<file path="src/rtl/tict_regs.vh">
// Constants for the three channel interval timer: bus decode, setup word fields, codes.
// Included by the timer top and its channel module; holds definitions only.
`ifndef TICT_REGS_VH
`define TICT_REGS_VH

// ----------------------------------------------------------------
// Register select decode
// ----------------------------------------------------------------
`define TICT_SEL_CNT0 2'b00
`define TICT_SEL_CNT1 2'b01
`define TICT_SEL_CNT2 2'b10
`define TICT_SEL_SETUP 2'b11

// ----------------------------------------------------------------
// Setup word fields
// ----------------------------------------------------------------
`define TICT_PICK_MSB 7
`define TICT_PICK_LSB 6
`define TICT_ORDER_MSB 5
`define TICT_ORDER_LSB 4
`define TICT_MODE_MSB 3
`define TICT_MODE_LSB 1
`define TICT_FMT_BIT 0
`define TICT_PICK_ILLEGAL 2'b11

// ----------------------------------------------------------------
// Byte access codes
// ----------------------------------------------------------------
`define TICT_ACC_LATCH 2'b00
`define TICT_ACC_LSB 2'b01
`define TICT_ACC_MSB 2'b10
`define TICT_ACC_BOTH 2'b11

// ----------------------------------------------------------------
// Mode codes after decode
// ----------------------------------------------------------------
`define TICT_MODE0 3'h0
`define TICT_MODE1 3'h1
`define TICT_MODE2 3'h2
`define TICT_MODE3 3'h3
`define TICT_MODE4 3'h4
`define TICT_MODE5 3'h5

// ----------------------------------------------------------------
// Reset values (hardware leaves these undefined; chosen for determinism) and the BCD top count
// ----------------------------------------------------------------
`define TICT_RST_COUNT 16'h0000
`define TICT_RST_SETUP 8'h00
`define TICT_BCD_MAX 16'h9999

`endif

</file>
<file path="src/rtl/tict_channel.v">
// One 16-bit presettable down counter with gate, output, six modes and binary/BCD count.
// Assumes CLK is much faster than the counter clock input; CNT_CLK and GATE are synchronous.
`timescale 1ns/1ps
`include "tict_regs.vh"

module tict_channel (
  // Clock and reset
  input wire clk,
  input wire rst,
  // Counter pins
  input wire cnt_clk,
  input wire gate,
  output reg out_r,
  // Programming strobes from the bus side
  input wire setup_we,
  input wire [7:0] setup_word,
  input wire data_we,
  input wire data_rd,
  input wire [7:0] wdata,
  // Readback
  output reg [7:0] rdata_r
);

  localparam [1:0] ST_IDLE = 2'd0;
  localparam [1:0] ST_WAIT = 2'd1;
  localparam [1:0] ST_RUN = 2'd2;

  reg [2:0] mode_r;
  reg [1:0] acc_r;
  reg bcd_r;
  reg [15:0] cnt_r;
  reg [15:0] init_r;
  reg [15:0] hold_r;
  reg latched_r;
  reg wr_msb_next_r;
  reg rd_msb_next_r;
  reg load_pend_r;
  reg armed_r;
  reg trig_r;
  reg [1:0] state_r;
  reg clk_d_r;
  reg gate_d_r;
  reg seen_rise_r;
  reg odd_first_r;

  wire clk_rise = cnt_clk & ~clk_d_r;
  wire clk_fall = ~cnt_clk & clk_d_r;
  wire gate_rise = gate & ~gate_d_r;
  wire [2:0] dec_mode = setup_word[`TICT_MODE_MSB -: 3];
  wire [1:0] dec_acc = setup_word[`TICT_ORDER_MSB:`TICT_ORDER_LSB];

  // ----------------------------------------------------------------
  // Count arithmetic
  // ----------------------------------------------------------------
  // Subtract 1..3 in binary or in four BCD decades; zero wraps to the top value.
  function [15:0] sub_n;
    input [15:0] v;
    input [1:0] n;
    input bcd;
    reg [15:0] r;
    begin
      r = v;
      if (!bcd) begin
        r = v - {14'h0000, n};
      end else begin
        // Fixed chain of single steps keeps the decade logic free of variable loops
        if (n != 2'd0) begin
          r = dec_bcd(r);
        end
        if (n[1]) begin
          r = dec_bcd(r);
        end
        if (n == 2'd3) begin
          r = dec_bcd(r);
        end
      end
      sub_n = r;
    end
  endfunction

  function [15:0] dec_bcd;
    input [15:0] v;
    reg [15:0] r;
    reg borrow;
    integer i;
    begin
      r = v;
      borrow = 1'b1;
      for (i = 0; i < 4; i = i + 1) begin
        if (borrow) begin
          if (r[4*i +: 4] == 4'h0) begin
            r[4*i +: 4] = 4'h9;
          end else begin
            r[4*i +: 4] = r[4*i +: 4] - 4'h1;
            borrow = 1'b0;
          end
        end
      end
      dec_bcd = r;
    end
  endfunction

  // Terminal count: the step from the current value lands on zero.
  wire [1:0] step = (mode_r == `TICT_MODE3) ? (odd_first_r ? (out_r ? 2'd1 : 2'd3) : 2'd2) :
                    2'd1;
  wire [15:0] cnt_nxt = sub_n(cnt_r, step, bcd_r);
  wire hits_zero = (cnt_nxt == 16'h0000);
  wire gate_ok = gate;
  wire [15:0] live = latched_r ? hold_r : cnt_r;

  // ----------------------------------------------------------------
  // Channel state
  // ----------------------------------------------------------------
  always @(posedge clk) begin
    if (rst) begin
      mode_r <= `TICT_MODE0;
      acc_r <= `TICT_ACC_BOTH;
      bcd_r <= 1'b0;
      cnt_r <= `TICT_RST_COUNT;
      init_r <= `TICT_RST_COUNT;
      hold_r <= `TICT_RST_COUNT;
      latched_r <= 1'b0;
      wr_msb_next_r <= 1'b0;
      rd_msb_next_r <= 1'b0;
      load_pend_r <= 1'b0;
      armed_r <= 1'b0;
      trig_r <= 1'b0;
      state_r <= ST_IDLE;
      clk_d_r <= 1'b0;
      // Idle gate level is high; a low value here would fake a rising edge after reset
      gate_d_r <= 1'b1;
      seen_rise_r <= 1'b0;
      odd_first_r <= 1'b0;
      out_r <= 1'b0;
      rdata_r <= 8'h00;
    end else begin
      clk_d_r <= cnt_clk;
      gate_d_r <= gate;
      if (gate_rise) begin
        trig_r <= 1'b1;
      end
      if (clk_rise && (load_pend_r || trig_r)) begin
        seen_rise_r <= 1'b1;
      end
      if (setup_we && dec_acc == `TICT_ACC_LATCH) begin
        if (!latched_r) begin
          hold_r <= cnt_r;
          latched_r <= 1'b1;
        end
      end else if (setup_we) begin
        mode_r <= (dec_mode[1]) ? {1'b0, dec_mode[1:0]} : dec_mode;
        acc_r <= dec_acc;
        bcd_r <= setup_word[`TICT_FMT_BIT];
        wr_msb_next_r <= 1'b0;
        rd_msb_next_r <= 1'b0;
        latched_r <= 1'b0;
        load_pend_r <= 1'b0;
        armed_r <= 1'b0;
        trig_r <= gate_rise;
        seen_rise_r <= 1'b0;
        state_r <= ST_IDLE;
        out_r <= (dec_mode == `TICT_MODE0) ? 1'b0 : 1'b1;
      end else if (data_we) begin
        if (acc_r == `TICT_ACC_MSB) begin
          init_r <= {wdata, 8'h00};
          load_pend_r <= 1'b1;
        end else if (acc_r == `TICT_ACC_LSB) begin
          init_r <= {8'h00, wdata};
          load_pend_r <= 1'b1;
        end else if (!wr_msb_next_r) begin
          init_r[7:0] <= wdata;
          wr_msb_next_r <= 1'b1;
          if (mode_r == `TICT_MODE0) begin
            state_r <= ST_IDLE;
          end
        end else begin
          init_r[15:8] <= wdata;
          wr_msb_next_r <= 1'b0;
          load_pend_r <= 1'b1;
        end
        seen_rise_r <= 1'b0;
        if (mode_r == `TICT_MODE0) begin
          out_r <= 1'b0;
        end
      end else begin
        if (data_rd) begin
          if (acc_r == `TICT_ACC_BOTH) begin
            rd_msb_next_r <= ~rd_msb_next_r;
            if (rd_msb_next_r) begin
              latched_r <= 1'b0;
            end
          end else begin
            latched_r <= 1'b0;
          end
        end
        // Counting happens on falling counter clock edges only.
        if (clk_fall) begin
          if (load_pend_r && seen_rise_r &&
              (mode_r == `TICT_MODE0 || mode_r == `TICT_MODE4 ||
               state_r == ST_IDLE)) begin
            // the count enters the counting element here, except in modes 1 and 5, which wait for the gate trigger
            load_pend_r <= 1'b0;
            seen_rise_r <= 1'b0;
            armed_r <= 1'b1;
            if (mode_r == `TICT_MODE1 || mode_r == `TICT_MODE5) begin
              state_r <= ST_WAIT;
            end else begin
              cnt_r <= init_r; // zero wraps to the full range
              odd_first_r <= init_r[0];
              state_r <= ST_RUN;
              if (mode_r == `TICT_MODE3 || mode_r == `TICT_MODE2) begin
                out_r <= 1'b1;
              end
            end
          end else if (armed_r && trig_r && seen_rise_r &&
                       (mode_r == `TICT_MODE1 || mode_r == `TICT_MODE5 ||
                        mode_r == `TICT_MODE2 || mode_r == `TICT_MODE3)) begin
            // gate rising edge reloads, acts after next clock
            // A gate edge in this very cycle must not be lost
            trig_r <= gate_rise;
            seen_rise_r <= 1'b0;
            cnt_r <= init_r;
            odd_first_r <= init_r[0];
            state_r <= ST_RUN;
            if (mode_r == `TICT_MODE1) begin
              out_r <= 1'b0;
            end else begin
              out_r <= 1'b1;
            end
          end else if (state_r == ST_RUN) begin
            case (mode_r)
              `TICT_MODE0: begin
                if (gate_ok) begin
                  cnt_r <= cnt_nxt;
                  if (hits_zero) begin
                    out_r <= 1'b1;
                  end
                end
              end
              `TICT_MODE1: begin
                cnt_r <= cnt_nxt;
                if (hits_zero) begin
                  out_r <= 1'b1;
                  state_r <= ST_WAIT;
                end
              end
              `TICT_MODE2: begin
                if (gate_ok) begin
                  if (!out_r) begin
                    out_r <= 1'b1;
                    cnt_r <= init_r;
                  end else begin
                    cnt_r <= cnt_nxt;
                    if (cnt_nxt == 16'h0001) begin
                      out_r <= 1'b0;
                    end
                  end
                end
              end
              `TICT_MODE3: begin
                if (gate_ok) begin
                  if (hits_zero || cnt_nxt == 16'hFFFF) begin
                    out_r <= ~out_r;
                    cnt_r <= init_r;
                  end else begin
                    cnt_r <= cnt_nxt;
                    odd_first_r <= 1'b0;
                  end
                  if (hits_zero) begin
                    odd_first_r <= init_r[0];
                  end
                end
              end
              `TICT_MODE4, `TICT_MODE5: begin
                if (!out_r) begin
                  out_r <= 1'b1;
                  state_r <= ST_WAIT;
                end else if (gate_ok || mode_r == `TICT_MODE5) begin
                  cnt_r <= cnt_nxt;
                  if (hits_zero) begin
                    out_r <= 1'b0;
                  end
                end
              end
              default: begin
                state_r <= ST_IDLE;
              end
            endcase
          end
        end
        // A low gate forces the output high at once in the divider modes.
        if (!gate && (mode_r == `TICT_MODE2 || mode_r == `TICT_MODE3) && !setup_we) begin
          out_r <= 1'b1;
        end
      end
      // byte order on read; two-byte reads must finish before a load
      if (acc_r == `TICT_ACC_MSB || (acc_r == `TICT_ACC_BOTH && rd_msb_next_r)) begin
        rdata_r <= live[15:8];
      end else begin
        rdata_r <= live[7:0];
      end
    end
  end

endmodule // tict_channel

</file>
<file path="src/rtl/tict_timer.v">
// Notes on behaviour
// - Both select lines high address the setup word; those writes configure, never load.
// - The setup word is write-only; reading its address returns nothing.
// - Three identical independent 16-bit down counters with own clock, gate, output.
// - Setup word: counter pick 7:6, byte order 5:4, mode 3:1, format bit 0.
// - Order 10 high byte, 01 low byte, 11 low then high, loads and reads.
// - Byte order zero is a latch command, not a mode change.
// - Mode codes 000,001,X10,X11,100,101 give modes 0 to 5.
// - Format bit 0 counts binary, 1 counts four BCD decades.
// - A count takes effect after full bytes, then counter clock rise and fall.
// - Mode 0 output low from setup, high at terminal count; counting continues.
// - Mode 0 rewrite: first byte halts counting, second byte starts new count.
// - Mode 1 output low after gate rise, high at terminal count, retriggerable.
// - Mode 2 divides by N, output low one clock per period.
// - Mode 2 low gate forces output high; rise restarts; high until loaded.
// - Mode 3 even count steps by two, toggling and reloading at terminal count.
// - Mode 3 odd count: first step 1 high, 3 low; unequal halves.
// - Mode 4 output high after setup; one low clock at terminal count.
// - Mode 4 rewritten count taken next clock; low gate suspends counting.
// - Mode 5 gate rise starts full count, low pulse at terminal count.
// - Modes 1 and 5 only the gate rising edge matters.
// - Modes 2,3 low gate stops and sets output; modes 0,4 gate enables.
// - A zero count gives the maximum span, 65536 binary or 10000 BCD.
// - Latch holds the present value for reads; counting and mode untouched; a counter clock fall in the latch command cycle is not counted.
//
// Top of the interval timer: 8-bit I/O port decode and three counter channels.
// Assumes bus strobes are synchronous to CLK and held one or more cycles per access.
`timescale 1ns/1ps
`include "tict_regs.vh"

module tict_timer #(
  parameter integer NUM_CH = 3
) (
  // Clock and reset
  input wire CLK,
  input wire SYS_RST,
  // Host I/O bus
  input wire CS_N,
  input wire RD_N,
  input wire WR_N,
  input wire REG_SELECT_LO,
  input wire REG_SELECT_HI,
  input wire [7:0] DATA_IN,
  output reg [7:0] DATA_OUT,
  output reg DATA_OE_N,
  // Counter pins
  input wire [2:0] CNT_CLK,
  input wire [2:0] GATE,
  output wire [2:0] CNT_OUT
);

  // ----------------------------------------------------------------
  // Access decode
  // ----------------------------------------------------------------
  wire [1:0] sel = {REG_SELECT_HI, REG_SELECT_LO};
  wire wr_act = ~CS_N & ~WR_N & RD_N;
  wire rd_act = ~CS_N & ~RD_N & WR_N;
  reg wr_d_r;
  reg rd_d_r;
  // Strobes act once per access, on the trailing edge for reads so the byte stays stable.
  wire wr_pulse = wr_act & ~wr_d_r;
  wire rd_done = rd_d_r & ~rd_act;
  reg [1:0] rd_sel_r;

  always @(posedge CLK) begin
    if (SYS_RST) begin
      wr_d_r <= 1'b0;
      rd_d_r <= 1'b0;
      rd_sel_r <= `TICT_SEL_CNT0;
    end else begin
      wr_d_r <= wr_act;
      rd_d_r <= rd_act;
      if (rd_act) begin
        rd_sel_r <= sel;
      end
    end
  end

  wire setup_hit = wr_pulse && sel == `TICT_SEL_SETUP;
  wire [1:0] pick = DATA_IN[`TICT_PICK_MSB:`TICT_PICK_LSB];

  // ----------------------------------------------------------------
  // Channels
  // ----------------------------------------------------------------
  wire [7:0] ch_rdata [0:2];
  genvar g;
  generate
    for (g = 0; g < NUM_CH; g = g + 1) begin : g_ch
      tict_channel u_ch (
        .clk(CLK),
        .rst(SYS_RST),
        .cnt_clk(CNT_CLK[g]),
        .gate(GATE[g]),
        .out_r(CNT_OUT[g]),
        .setup_we(setup_hit && pick == g[1:0] && pick != `TICT_PICK_ILLEGAL),
        .setup_word(DATA_IN),
        .data_we(wr_pulse && sel == g[1:0]),
        .data_rd(rd_done && rd_sel_r == g[1:0]),
        .wdata(DATA_IN),
        .rdata_r(ch_rdata[g])
      );
    end
  endgenerate

  // ----------------------------------------------------------------
  // Read path
  // ----------------------------------------------------------------
  // The setup address floats the bus: no path returns the stored word.
  always @(posedge CLK) begin
    if (SYS_RST) begin
      DATA_OUT <= 8'h00;
      DATA_OE_N <= 1'b1;
    end else begin
      DATA_OE_N <= ~(rd_act && sel != `TICT_SEL_SETUP);
      case (sel)
        `TICT_SEL_CNT0: DATA_OUT <= ch_rdata[0];
        `TICT_SEL_CNT1: DATA_OUT <= ch_rdata[1];
        `TICT_SEL_CNT2: DATA_OUT <= ch_rdata[2];
        default: DATA_OUT <= 8'h00;
      endcase
    end
  end

endmodule // tict_timer

</file>
<file path="config.mk">
export PLATFORM = sky130hd
export DESIGN_NAME = tict_timer
export DESIGN_NICKNAME = d
export VERILOG_FILES = /design/src/rtl/tict_channel.v /design/src/rtl/tict_timer.v
export VERILOG_INCLUDE_DIRS = /design/src /design/src/rtl
export SDC_FILE = /design/constraint.sdc
export NUM_CORES = 1
export LEC_CHECK = 0
export BUFFER_PORTS_ARGS = -buffer_cell sky130_fd_sc_hd__buf_2
export CAP_MARGIN = 20
export CORE_MARGIN = 3
export CORE_UTILIZATION = 43
export DETAILED_ROUTE_END_ITERATION = 7
export RECOVER_POWER = 50
export SYNTH_ARGS = -nofsm -noshare
export SYNTH_HDL_FRONTEND = slang
export SYNTH_SLANG_ARGS = --single-unit
</file>
<file path="constraint.sdc">
create_clock -name CLK -period 7.9 [get_ports CLK]
set_clock_uncertainty 0.1 [all_clocks]
set_input_delay 0.395 -clock CLK [delete_from_list [all_inputs] [get_ports CLK]]
set_output_delay 0.395 -clock CLK [all_outputs]
set_load 0.02 [all_outputs]
</file>
# Word-level counts from Yosys, hierarchy flattened
# Cells that the tools add are included.
[classes]
n_eq_ne = 126
bitwise = 45
n_reduce_logical = 226
mux = 498
n_addsub = 39
[op_table]
columns = ["operator", "n"]
rows = [
  ["$mux 16", 60],
  ["$mux 1", 307],
  ["$mux 4", 63],
  ["$pmux 16 s5", 3],
  ["$logic_not 4->1", 36],
  ["$sub 4x1->4 const B", 36],
  ["$mux 2", 48],
  ["$mux 8", 9],
  ["$reduce_and 4->1", 18],
  ["$ne 7x4->1 const B", 9],
  ["$reduce_bool 3->1", 21],
  ["$eq 16x1->1 const B", 3],
  ["$eq 16x16->1 const B", 3],
  ["$logic_not 16->1", 3],
  ["$ne 4x1->1 const B", 12],
  ["$sub 16x2->16", 3],
  ["$ne 3x2->1 const B", 15],
  ["$logic_and 1x1->1", 44],
  ["$reduce_and 12->1", 3],
  ["$reduce_bool 2->1", 18],
  ["$reduce_and 11->1", 3],
  ["$eq 2x2->1 const B", 16],
  ["$logic_or 1x1->1", 30],
  ["$ne 5x3->1 const B", 6],
  ["34 further kinds", 165],
]
[totals]
wordCells = 999
ff_bits = 238

# Logic depth before layout (Yosys ltp)
# Gate-level depths: netlist (run 1).
[depth]
ltp_word = 53
depth_mapped = 27
ltp_nobuf = 23

# Hierarchy
# Synthesis (run 1) repeated with hierarchy kept, for this count alone.
[hier_totals]
cells_unflattened = 2695
area_unflattened_um2 = 19790.2
[modules_own_cells]
columns = ["mod", "instances", "cells_per_inst", "area_each_um2", "seq_area_each_um2"]
rows = [
  ["tict_channel (g_ch[2].u_ch)", 1, 887, 6532.5, 1501.4],
  ["tict_channel (g_ch[0].u_ch)", 1, 866, 6324.8, 1501.4],
  ["tict_channel (g_ch[1].u_ch)", 1, 867, 6271.0, 1501.4],
  ["tict_timer", 1, 75, 661.9, 260.2],
]

# Worst setup path before layout (run 1)
# No wires, ideal clock.
[synth_path]
path_kind = "register -> register"
from = "register g_ch[2].u_ch.cnt_r[0]"
to = "register g_ch[2].u_ch.cnt_r[11]"
stages_incl_launch_ff = 27
arrival_time_ns = 6.333
path_slack_ns = 1.345
setup_ns = 0.123
path_cell_list = "dfxtp_1 > clkbuf_1 > inv_1 > ha_1 > clkbuf_1 > clkbuf_1 > or3b_2 > nor2_1 > mux2i_1 > ha_1 > inv_1 > a2111oi_0 > or2_2 > a41o_1 > mux2i_1 > ha_1 > inv_1 > a2111oi_0 > o2111ai_1 > a31oi_1 > nand4_1 > nor4b_2 > nor2_2 > buf_2 > mux2i_1 > a221oi_1 > nor2_1"
[synth_via]
elab_chain_len = 31
[synth_lines]
columns = ["element", "line", "source"]
rows = [
  ["from (decl)", "tict_channel.v:31", "reg [15:0] cnt_r;"],
  ["from (signal assigned)", "tict_channel.v:119", "cnt_r <= `TICT_RST_COUNT;"],
  ["from (signal assigned)", "tict_channel.v:208", "cnt_r <= init_r;"],
  ["from (signal assigned)", "tict_channel.v:222", "cnt_r <= init_r;"],
  ["$logic_not 4->1", "tict_channel.v:91", "if (r[4*i +: 4] == 4'h0) begin"],
  ["$mux 1", "tict_channel.v:91", ""],
  ["$mux 1", "tict_channel.v:67", "if (n != 2'd0) begin"],
  ["$mux 1", "tict_channel.v:63", "if (!bcd) begin"],
  ["$mux 1 / $mux 4 (equally long branches)", "tict_channel.v:90", "if (borrow) begin"],
  ["$mux 1 / $mux 16 (equally long branches)", "tict_channel.v:67", ""],
  ["$mux 1 / $mux 16 (equally long branches)", "tict_channel.v:63", ""],
  ["$mux 1 (tied with other cells)", "tict_channel.v:90", ""],
  ["[15 not listed]", "--", ""],
  ["$eq 16x16->1 / $logic_not 16->1 (equally long branches)", "tict_channel.v:262, tict_channel.v:107", ""],
  ["$logic_or 1x1->1", "tict_channel.v:262", "if (hits_zero || cnt_nxt == 16'hFFFF) begin"],
  ["$mux 16", "tict_channel.v:262", ""],
  ["$mux 16", "tict_channel.v:261", "if (gate_ok) begin"],
  ["$pmux 16 s5 (*)", "tict_channel.v:231", "case (mode_r)"],
  ["$mux 16 (*)", "tict_channel.v:230", "end else if (state_r == ST_RUN) begin"],
  ["$mux 16 (*)", "tict_channel.v:215", "end else if (armed_r && trig_r && seen_rise_r &&"],
  ["$mux 16 (*)", "tict_channel.v:198", "if (load_pend_r && seen_rise_r &&"],
]
# Every way passes the cells marked *; elsewhere a longest branch is shown, timed or not. The select of a mux whose other input is x is not followed.
# A chain may end at the register's enable or synchronous reset.

# Worst setup path in the final report (run 1)
[layout_path]
from = "register g_ch[1].u_ch.cnt_r[0]"
to = "register g_ch[1].u_ch.cnt_r[3]"
[layout_via]
elab_chain_len = 31
[layout_lines]
columns = ["element", "line"]
rows = [
  ["from (decl)", "tict_channel.v:31"],
  ["from (signal assigned)", "tict_channel.v:119"],
  ["from (signal assigned)", "tict_channel.v:208"],
  ["from (signal assigned)", "tict_channel.v:222"],
  ["$logic_not 4->1", "tict_channel.v:91"],
  ["$mux 1", "tict_channel.v:91"],
  ["$mux 1", "tict_channel.v:67"],
  ["$mux 1", "tict_channel.v:63"],
  ["$mux 1 / $mux 4 (equally long branches)", "tict_channel.v:90"],
  ["$mux 1 / $mux 16 (equally long branches)", "tict_channel.v:67"],
  ["$mux 1 / $mux 16 (equally long branches)", "tict_channel.v:63"],
  ["$mux 1 (tied with other cells)", "tict_channel.v:90"],
  ["[15 not listed]", "--"],
  ["$eq 16x16->1 / $logic_not 16->1 (equally long branches)", "tict_channel.v:262, tict_channel.v:107"],
  ["$logic_or 1x1->1", "tict_channel.v:262"],
  ["$mux 16", "tict_channel.v:262"],
  ["$mux 16", "tict_channel.v:261"],
  ["$pmux 16 s5 (*)", "tict_channel.v:231"],
  ["$mux 16 (*)", "tict_channel.v:230"],
  ["$mux 16 (*)", "tict_channel.v:215"],
  ["$mux 16 (*)", "tict_channel.v:198"],
]
# Marked as above.

==> out/metrics.yaml, run 1 <==
detailed_routing:
  wl_per_cell_um: 20.2
  detailed_route_wirelength_on_metal2_mm: 28.1
  post-route-drc-count: 0
  dr.first_iter.drc_count: 1968
  route.final.wire_length_mm: 62.0
  topRoutingLayerUsed: "met5"
  total_via_count_after_detailed_routing: 19355
  met1Wirelength_mm: 27.9
  drt_pass1_iterations: 6
  detailed_route_wirelength_on_metal3_mm: 4.11
  viasPerCell: 6.29
  ant_nets: 0
clock_tree:
  post-cts-setup-buffers: 0
  cts_made_buffers: 27
  cts_htree_levels: 1
  cts.root.buffer_cell: "clkbuf_16"
  clkLatencyLatePin_ns: 0.53
  cts_resized: 0
  clock_sinks: 238
  cts_tree: "done"
  cts_hold_repair.buffers: 0
  clk_pin_slew_ns: 0.07
  cts.path.max_buffers: 3
flow_run:
  drv.max_cap_violation_count: 4
status:
  run_status: "complete, but fails checks"
  violated_checks: "max-capacitance violations, max-slew violations"
synth:
  syn_avg_cell_area_um2: 7.25
  synth-async-reset-ratio_pct: 0
  ys_top_cells_by_area: "dfxtp_1, nand2_1, a21oi_1"
  synth-seq-cells: 238
  synth_top_area_share_pct: 25.6
  synthesis.nets: 2633
  seq_area_frac_synth_pct: 25.6
  synth-warning-count: 0
  netlist_instances: 2567
  synth_top_flop_cell: "dfxtp_1"
  post_synth_cell_types: 104
  number_of_flops_mapped_to_enable_cells_by_yosys: 0
  synth_largest_area_cell: "dfxtp_1"
  syn_area_um2: 18600
cells_and_area:
  share_of_layout_cells_above_drive_strength_1_pct: 7.85
  area_delta_synth_final_pct: 6.99
  fillCellCount: 4288
  finish.instance_area_um2: 19900
  layout_nets: 2543
timing:
  finalMaxSlewViolations: 224
  clock.fmax_mhz: 139
  tns_ns: 0
  tightest_slew_ns: 3.36
  min_period_over_period_pct: 90.9
  holdWs_ns: 0.0320
  timing.slew.headroom_pct: -124
  finalWorstPathRequiredPeriod_ns: 7.18
  setup_viol: 0
  grt_setup_unrepaired: "no"
  final-hold-violation-count: 0
placement:
  gpl.final_weighted_congestion: 0.904
  buffer_ports.inserted: 32
  place.detailed.hpwl_mm: 45.3
  placed_area_um2: 19000
grt:
  grt_first_pass_wirelength_mm: 99.4
  grt_max_degree: 70
  grt.overflow.total: 0
  grtUsageTotal_pct: 25.9
  first_global_vias: 18004
  antenna_found_initial: 3
min_path:
  worst_hold_startpoint: "CNT_CLK[0]"
  hold_class: "primary input to flop"
worst_setup_path:
  critPathLaunch: "g_ch[1].u_ch.cnt_r[0]$_SDFFE_PP0P_"
  worstPathRequired_ns: 8.21
  critPathLaunchType: "flop"
  reg2reg_from: "g_ch[1].u_ch.cnt_r[0]$_SDFFE_PP0P_"
  critical_path.endpoint_type: "flop"
  timing_worst_setup_path_type: "flop to flop"
  path_max_fanout: 16
  worst-endpoint-arrival_ns: 7.48
die:
  die_height_um: 214
  num_rows: 75
  num_io_pins: 33
  floorplan.initialDensity_pct: 44.0
  die_width_um: 214
  fp.coreArea_um2: 42300
  dieArea_um2: 45800
pwr:
  worst_ir_drop_vdd_v: 0.000173
  cellLeakagePower_uw: 0.00715
  power_per_cell_area_nw_per_um2: 132
path summary, 6_finish.rpt:
check / endpoint / slack, ns / depth (start not counted)
max: g_ch[1].u_ch.cnt_r[3]$_SDFFE_PP0P_ / 0.72 / 23
min: g_ch[0].u_ch.clk_d_r$_SDFF_PP0_ / 0.03 / 2
max reg2reg: g_ch[1].u_ch.cnt_r[3]$_SDFFE_PP0P_ / 0.72 / 23
min reg2reg: g_ch[0].u_ch.hold_r[9]$_SDFFE_PP0P_ / 0.35 / 2
placed cells by master, fill, tap and decap left out, types with 35 or more instances in the layout:
| cell | count |
|---|---|
| a31oi_1 | 44 |
| nor3_1 | 88 |
| nor2b_1 | 35 |
| buf_4 | 36 |
| nand2_1 | 352 |
| mux2i_1 | 48 |
| xnor2_1 | 52 |
| o21ai_0 | 143 |
| ha_1 | 42 |
| and2_1 | 40 |
| nor2_1 | 233 |
| dfxtp_1 | 238 |
| a21oi_1 | 239 |
| inv_1 | 84 |
| nand3_1 | 98 |
stage by stage:
stage          power, µW  setup slack [ns]  cells  utilization (%)
6_report            2620             0.723   3076             47.0
5_1_grt             2700             0.130   3075             47.0
4_1_cts             2640             0.932   3071             47.1
3_5_place_dp        1350             0.991   3022             44.9
3_3_place_gp        1350              1.19   3021             44.9
2_1_floorplan       1310              1.34   2567                -
cell type report:
type,count,area [µm²],share of cell area [%]
repair buffers,72,430,2.16
well taps,577,722,3.63
flip-flops and latches,238,4760,23.9
clock inverters,8,118,0.591
multi-input cells,2053,12800,64.1
inverters,85,319,1.60
clock buffers,41,798,4.01
diodes,2,5.00,0.0251
state kept, by name, indices dropped and copies added (netlist names), 6 cells and up:
| register | count |
|---|---|
| g_ch.u_ch.mode_r | 9 |
| g_ch.u_ch.init_r | 48 |
| g_ch.u_ch.cnt_r | 48 |
| g_ch.u_ch.rdata_r | 24 |
| g_ch.u_ch.state_r | 6 |
| DATA_OUT | 8 |
| g_ch.u_ch.acc_r | 6 |
| g_ch.u_ch.hold_r | 48 |
critical path, stage by stage, from the launching register on:
cell	delay, ns
dfxtp_1	0.47
inv_1	0.19
ha_1	0.42
or3b_1	0.62
nor2_1	0.20
mux2i_1	0.32
ha_1	0.28
inv_1	0.08
a211oi_1	0.24
a21oi_1	0.14
nor2_1	0.13
a21o_1	0.10
ha_1	0.18
inv_1	0.06
nor3_1	0.45
o21ai_0	0.38
or4_1	0.58
a31oi_1	0.37
nand4_1	0.26
nor4_4	0.45
nor2_2	0.29
and2b_1	0.36
o22ai_1	0.11
a211oi_1	0.28
Yosys cell counts (all sizes together) (8+ instances only):
master / instances
nand2: 352
a21oi: 240
dfxtp: 238
nor2: 235
clkbuf: 162
o21ai: 151
nand3: 99
nor3: 89
inv: 84
and2: 54
xnor2: 53
mux2i: 48
a31oi: 45
ha: 42
nor2b: 35
nor4: 34
a221oi: 33
nor3b: 31
a211oi: 30
or3: 30
buf: 29
nand4: 29
o211ai: 26
mux4: 24
nand2b: 24
or4: 18
nand3b: 17
xor2: 17
and3: 16
o22ai: 16
o31ai: 16
or2: 16
o31a: 13
a21o: 12
a41oi: 12
mux2: 12
o21a: 12
o311ai: 12
and4: 11
a31o: 9
o221ai: 9
a22oi: 8
cell families (layout without fill, tap and decap cells):
kind of cell | Yosys count | count (layout) | share of synthesized area, %
AOI/OAI and AO/OA | 736 | 736 | 25.9
and+or+nand+nor | 1118 | 1118 | 29.9
DFF | 238 | 238 | 25.6
adders and majority gates | 45 | 45 | 3.15
other | 0 | 2 | 0
xor gates and xnor gates | 70 | 70 | 3.34
buffers and inverters | 276 | 206 | 5.89
muxes | 84 | 84 | 6.21
routing by layer:
metal / global-route usage, % / vias up
met3: 3.12 / 143
met5: 0 / -
met2: 42.0 / 779
li1: - / 9204
met1: 36.4 / 9225
met4: 7.37 / 4
power breakdown:
group | switching, µW | internal, µW | leakage, µW
sequential | 7.14 | 1210 | 0.00192
combinational | 78.0 | 31.1 | 0.00478
clock | 505 | 791 | 0.000450
total | 590 | 2030 | 0.00715
Note: power is estimated with default switching activity, not from simulation.
==> run 2, diff against run 1 <==
--- a/config.mk
+++ b/config.mk
@@ -11,6 +11,7 @@
 export CORE_MARGIN = 3
 export CORE_UTILIZATION = 43
 export DETAILED_ROUTE_END_ITERATION = 7
+export PLACE_DENSITY = 0.67
 export RECOVER_POWER = 50
 export SYNTH_ARGS = -nofsm -noshare
 export SYNTH_HDL_FRONTEND = slang
==> run 2 against run 1 <==
Against the previous run:
- the flow still finishes with violations (max-capacitance violations, max-slew violations)
- combinational power barely moved
- flip-flop and latch count did not move
- design area rose by 0.14%
- global-route usage fell by 0.66 points
- sequential power barely moved
- worst setup slack got worse by 0.23 ns
- sequential share of layout area barely moved
- maximum frequency fell by 3.1%
- via count rose by 0.33%
- die area did not move
- clock power rose by 6%
- worst hold slack got worse by 0.015 ns
==> out/metrics.yaml, run 2 (synthesis results as in run 1) <==
cells_and_area:
  layout_nets: 2536  # -0.28%
  layout_commonest_cell: "nand2_1"
  finish.cell_count_without_fillers: 3072  # -0.13%
  footprint_of_the_multi_input_gates_um2: 12800  # unchanged
  share_of_layout_cells_above_drive_strength_1_pct: 7.91  # +0.062 points
  reg.largest.list: "g_ch.u_ch.cnt_r: 48 flops, g_ch.u_ch.hold_r: 48 flops, g_ch.u_ch.init_r: 48 flops"
  area.sequential_um2: 4760  # unchanged
  fillCellCount: 4193  # -2.2%
  layout.cells.most_common_list: "nand2_1, a21oi_1, dfxtp_1"
  area_delta_synth_final_pct: 7.14
placement:
  gpl.final_weighted_congestion: 0.910  # +0.63%
  dpl.cell_count: 3017  # -0.17%
  place.detailed.hpwl_mm: 44.6  # -1.5%
  buffer_ports.inserted: 32  # unchanged
detailed_routing:
  wl_per_cell_um: 19.9  # -1.2%
  dr.first_iter.drc_count: 2235  # +14%
  drt_pass1_iterations: 6  # unchanged
  route.final.wire_length_mm: 61.2  # -1.3%
  ant_nets: 0  # unchanged
  viasPerCell: 6.32  # +0.46%
  total_via_count_after_detailed_routing: 19419  # +0.33%
  post-route-drc-count: 0  # unchanged
clock_tree:
  cts.root.buffer_cell: "clkbuf_16"
  clock_sinks: 238  # unchanged
  cts_htree_levels: 1  # unchanged
  post-cts-setup-buffers: 0  # unchanged
  cts_made_buffers: 27  # unchanged
  cts_resized: 0  # unchanged
  cts_hold_repair.buffers: 0  # unchanged
  clkLatencyLatePin_ns: 0.54  # about the same
  cts.path.max_buffers: 3  # unchanged
  clk_pin_slew_ns: 0.06  # about the same
  cts_tree: "done"
die:
  floorplan.initialDensity_pct: 44.0  # unchanged
  fp.coreArea_um2: 42300  # unchanged
  die_width_um: 214  # unchanged
  num_rows: 75  # unchanged
  num_io_pins: 33  # unchanged
  dieArea_um2: 45800  # unchanged
  die_height_um: 214  # unchanged
status:
  violated_checks: "max-capacitance violations, max-slew violations"
  run_status: "complete, but fails checks"
pwr:
  cellLeakagePower_uw: 0.00715  # about the same
  power_per_cell_area_nw_per_um2: 135  # +2.9%
  worst_ir_drop_vdd_v: 0.000189  # +9.5%
timing:
  clock.fmax_mhz: 135  # -3.1%
  tightest_slew_ns: 4.53  # +1.17 ns
  min_period_over_period_pct: 93.7  # +2.9 points
  final-hold-violation-count: 0  # unchanged
  grt_setup_unrepaired: "no"
  setup_viol: 0  # unchanged
  finalMaxSlewViolations: 176  # -21%
  timing.slew.headroom_pct: -202  # -78 points
  tns_ns: 0  # unchanged
  finalWorstPathRequiredPeriod_ns: 7.41  # +0.228 ns
worst_setup_path:
  critPathLaunchType: "flop"
  critical_path.endpoint_type: "flop"
  crit_slowest_cell: "nor2_2"
  timing.reg2reg.worst_path_depth: 23  # unchanged
  timing.critical_path.cells: "inv_1, ha_1, or3b_1, nor2_1, mux2i_1, ha_1, inv_1, a211oi_1, a21oi_1, nor2_1, a21o_1, ha_1, inv_1, nor3_1, o21ai_0, or4_1, a31oi_1, nor3b_1, and4_1, nor2_2, and2b_1, o22ai_1, a211oi_1"
  worstPathRequired_ns: 8.00  # -0.21 ns
  worst-endpoint-arrival_ns: 7.50  # +0.02 ns
  critical-path-max-stage-delay_ns: 0.63  # about the same
  path_max_fanout: 16  # unchanged
  timing_worst_setup_path_type: "flop to flop"
flow_run:
  drv.max_cap_violation_count: 2  # -2
min_path:
  timing.hold.worst_path_depth: 2  # unchanged
  hold_class: "primary input to flop"
grt:
  grt_max_degree: 99  # +41%
  grtUsageTotal_pct: 25.3  # -0.66 points
  antenna_found_initial: 6  # +3
  grt.overflow.total: 0  # unchanged
  grt_first_pass_wirelength_mm: 97.0  # -2.4%
  first_global_vias: 17946  # -0.32%
[run 2: cell types whose count changed in the layout (fill, tap and decap cells not counted), moves of 2 or more]
cell / change
and2_0: +3
and2_1: -3
buf_4: -5
bufinv_16: +3
clkbuf_1: -8
clkbuf_8: -4
clkinv_2: +2
clkinv_4: +2
diode_2: +3
inv_6: +2
[run 2: path summary, 6_finish.rpt]
kind / startpoint / end / slack, ns
setup reg to reg: g_ch[1].u_ch.cnt_r[0]$_SDFFE_PP0P_ / g_ch[1].u_ch.cnt_r[3]$_SDFFE_PP0P_ / 0.49
hold reg to reg: g_ch[2].u_ch.hold_r[6]$_SDFFE_PP0P_ / g_ch[2].u_ch.hold_r[6]$_SDFFE_PP0P_ / 0.35
hold / removal: CNT_CLK[0] / g_ch[0].u_ch.clk_d_r$_SDFF_PP0_ / 0.02
setup / recovery: g_ch[1].u_ch.cnt_r[0]$_SDFFE_PP0P_ / g_ch[1].u_ch.cnt_r[3]$_SDFFE_PP0P_ / 0.49
[run 2: metrics by stage]
step	setup WS [ns]	power (µW)	area, µm²	hold slack, ns	util [%]
3_3_place_gp	1.25	1340	18900	0.339	44.8
3_5_place_dp	0.955	1350	19000	0.347	44.8
5_1_grt	0.137	2770	19900	0.0154	47.1
6_report	0.494	2700	19900	0.0173	47.1
2_1_floorplan	1.34	1310	18600	0.331	-
4_1_cts	0.920	2710	19900	0.00987	47.1
[run 2: routing by layer]
layer	global-route usage, %	vias up	part of all wire [%]
met3	4.24	133	8.8
li1	-	9209	-
met2	40.0	868	44
met1	35.3	9205	44
met5	0	-	0.044
met4	7.81	4	2.9
[run 2: area by class of cell]
class | count | share of cell area, %
tap | 577 | 3.62
antenna | 5 | 0.0628
sequential | 238 | 23.9
multi-input combinational | 2053 | 64.0
clock buffer | 31 | 3.61
clock inverter | 18 | 1.31
inverter | 85 | 1.60
timing repair buffer | 65 | 1.93
[run 2: report_power, final]
group	switching [µW]	leakage (µW)	total (µW)	internal, µW
clock network	525	0.000481	1380	852
logic	76.0	0.00475	107	30.9
registers	7.08	0.00192	1210	1210
[run 2: worst max-delay path, delay by kind of cell, from the launching register on]
family	cells	cell delay, ns
buffers and inverters	3	0.30
and+or+nand+nor	9	3.41
DFF	1	0.44
muxes	1	0.32
adders and majority gates	3	0.87
AOI/OAI and AO/OA	7	1.62
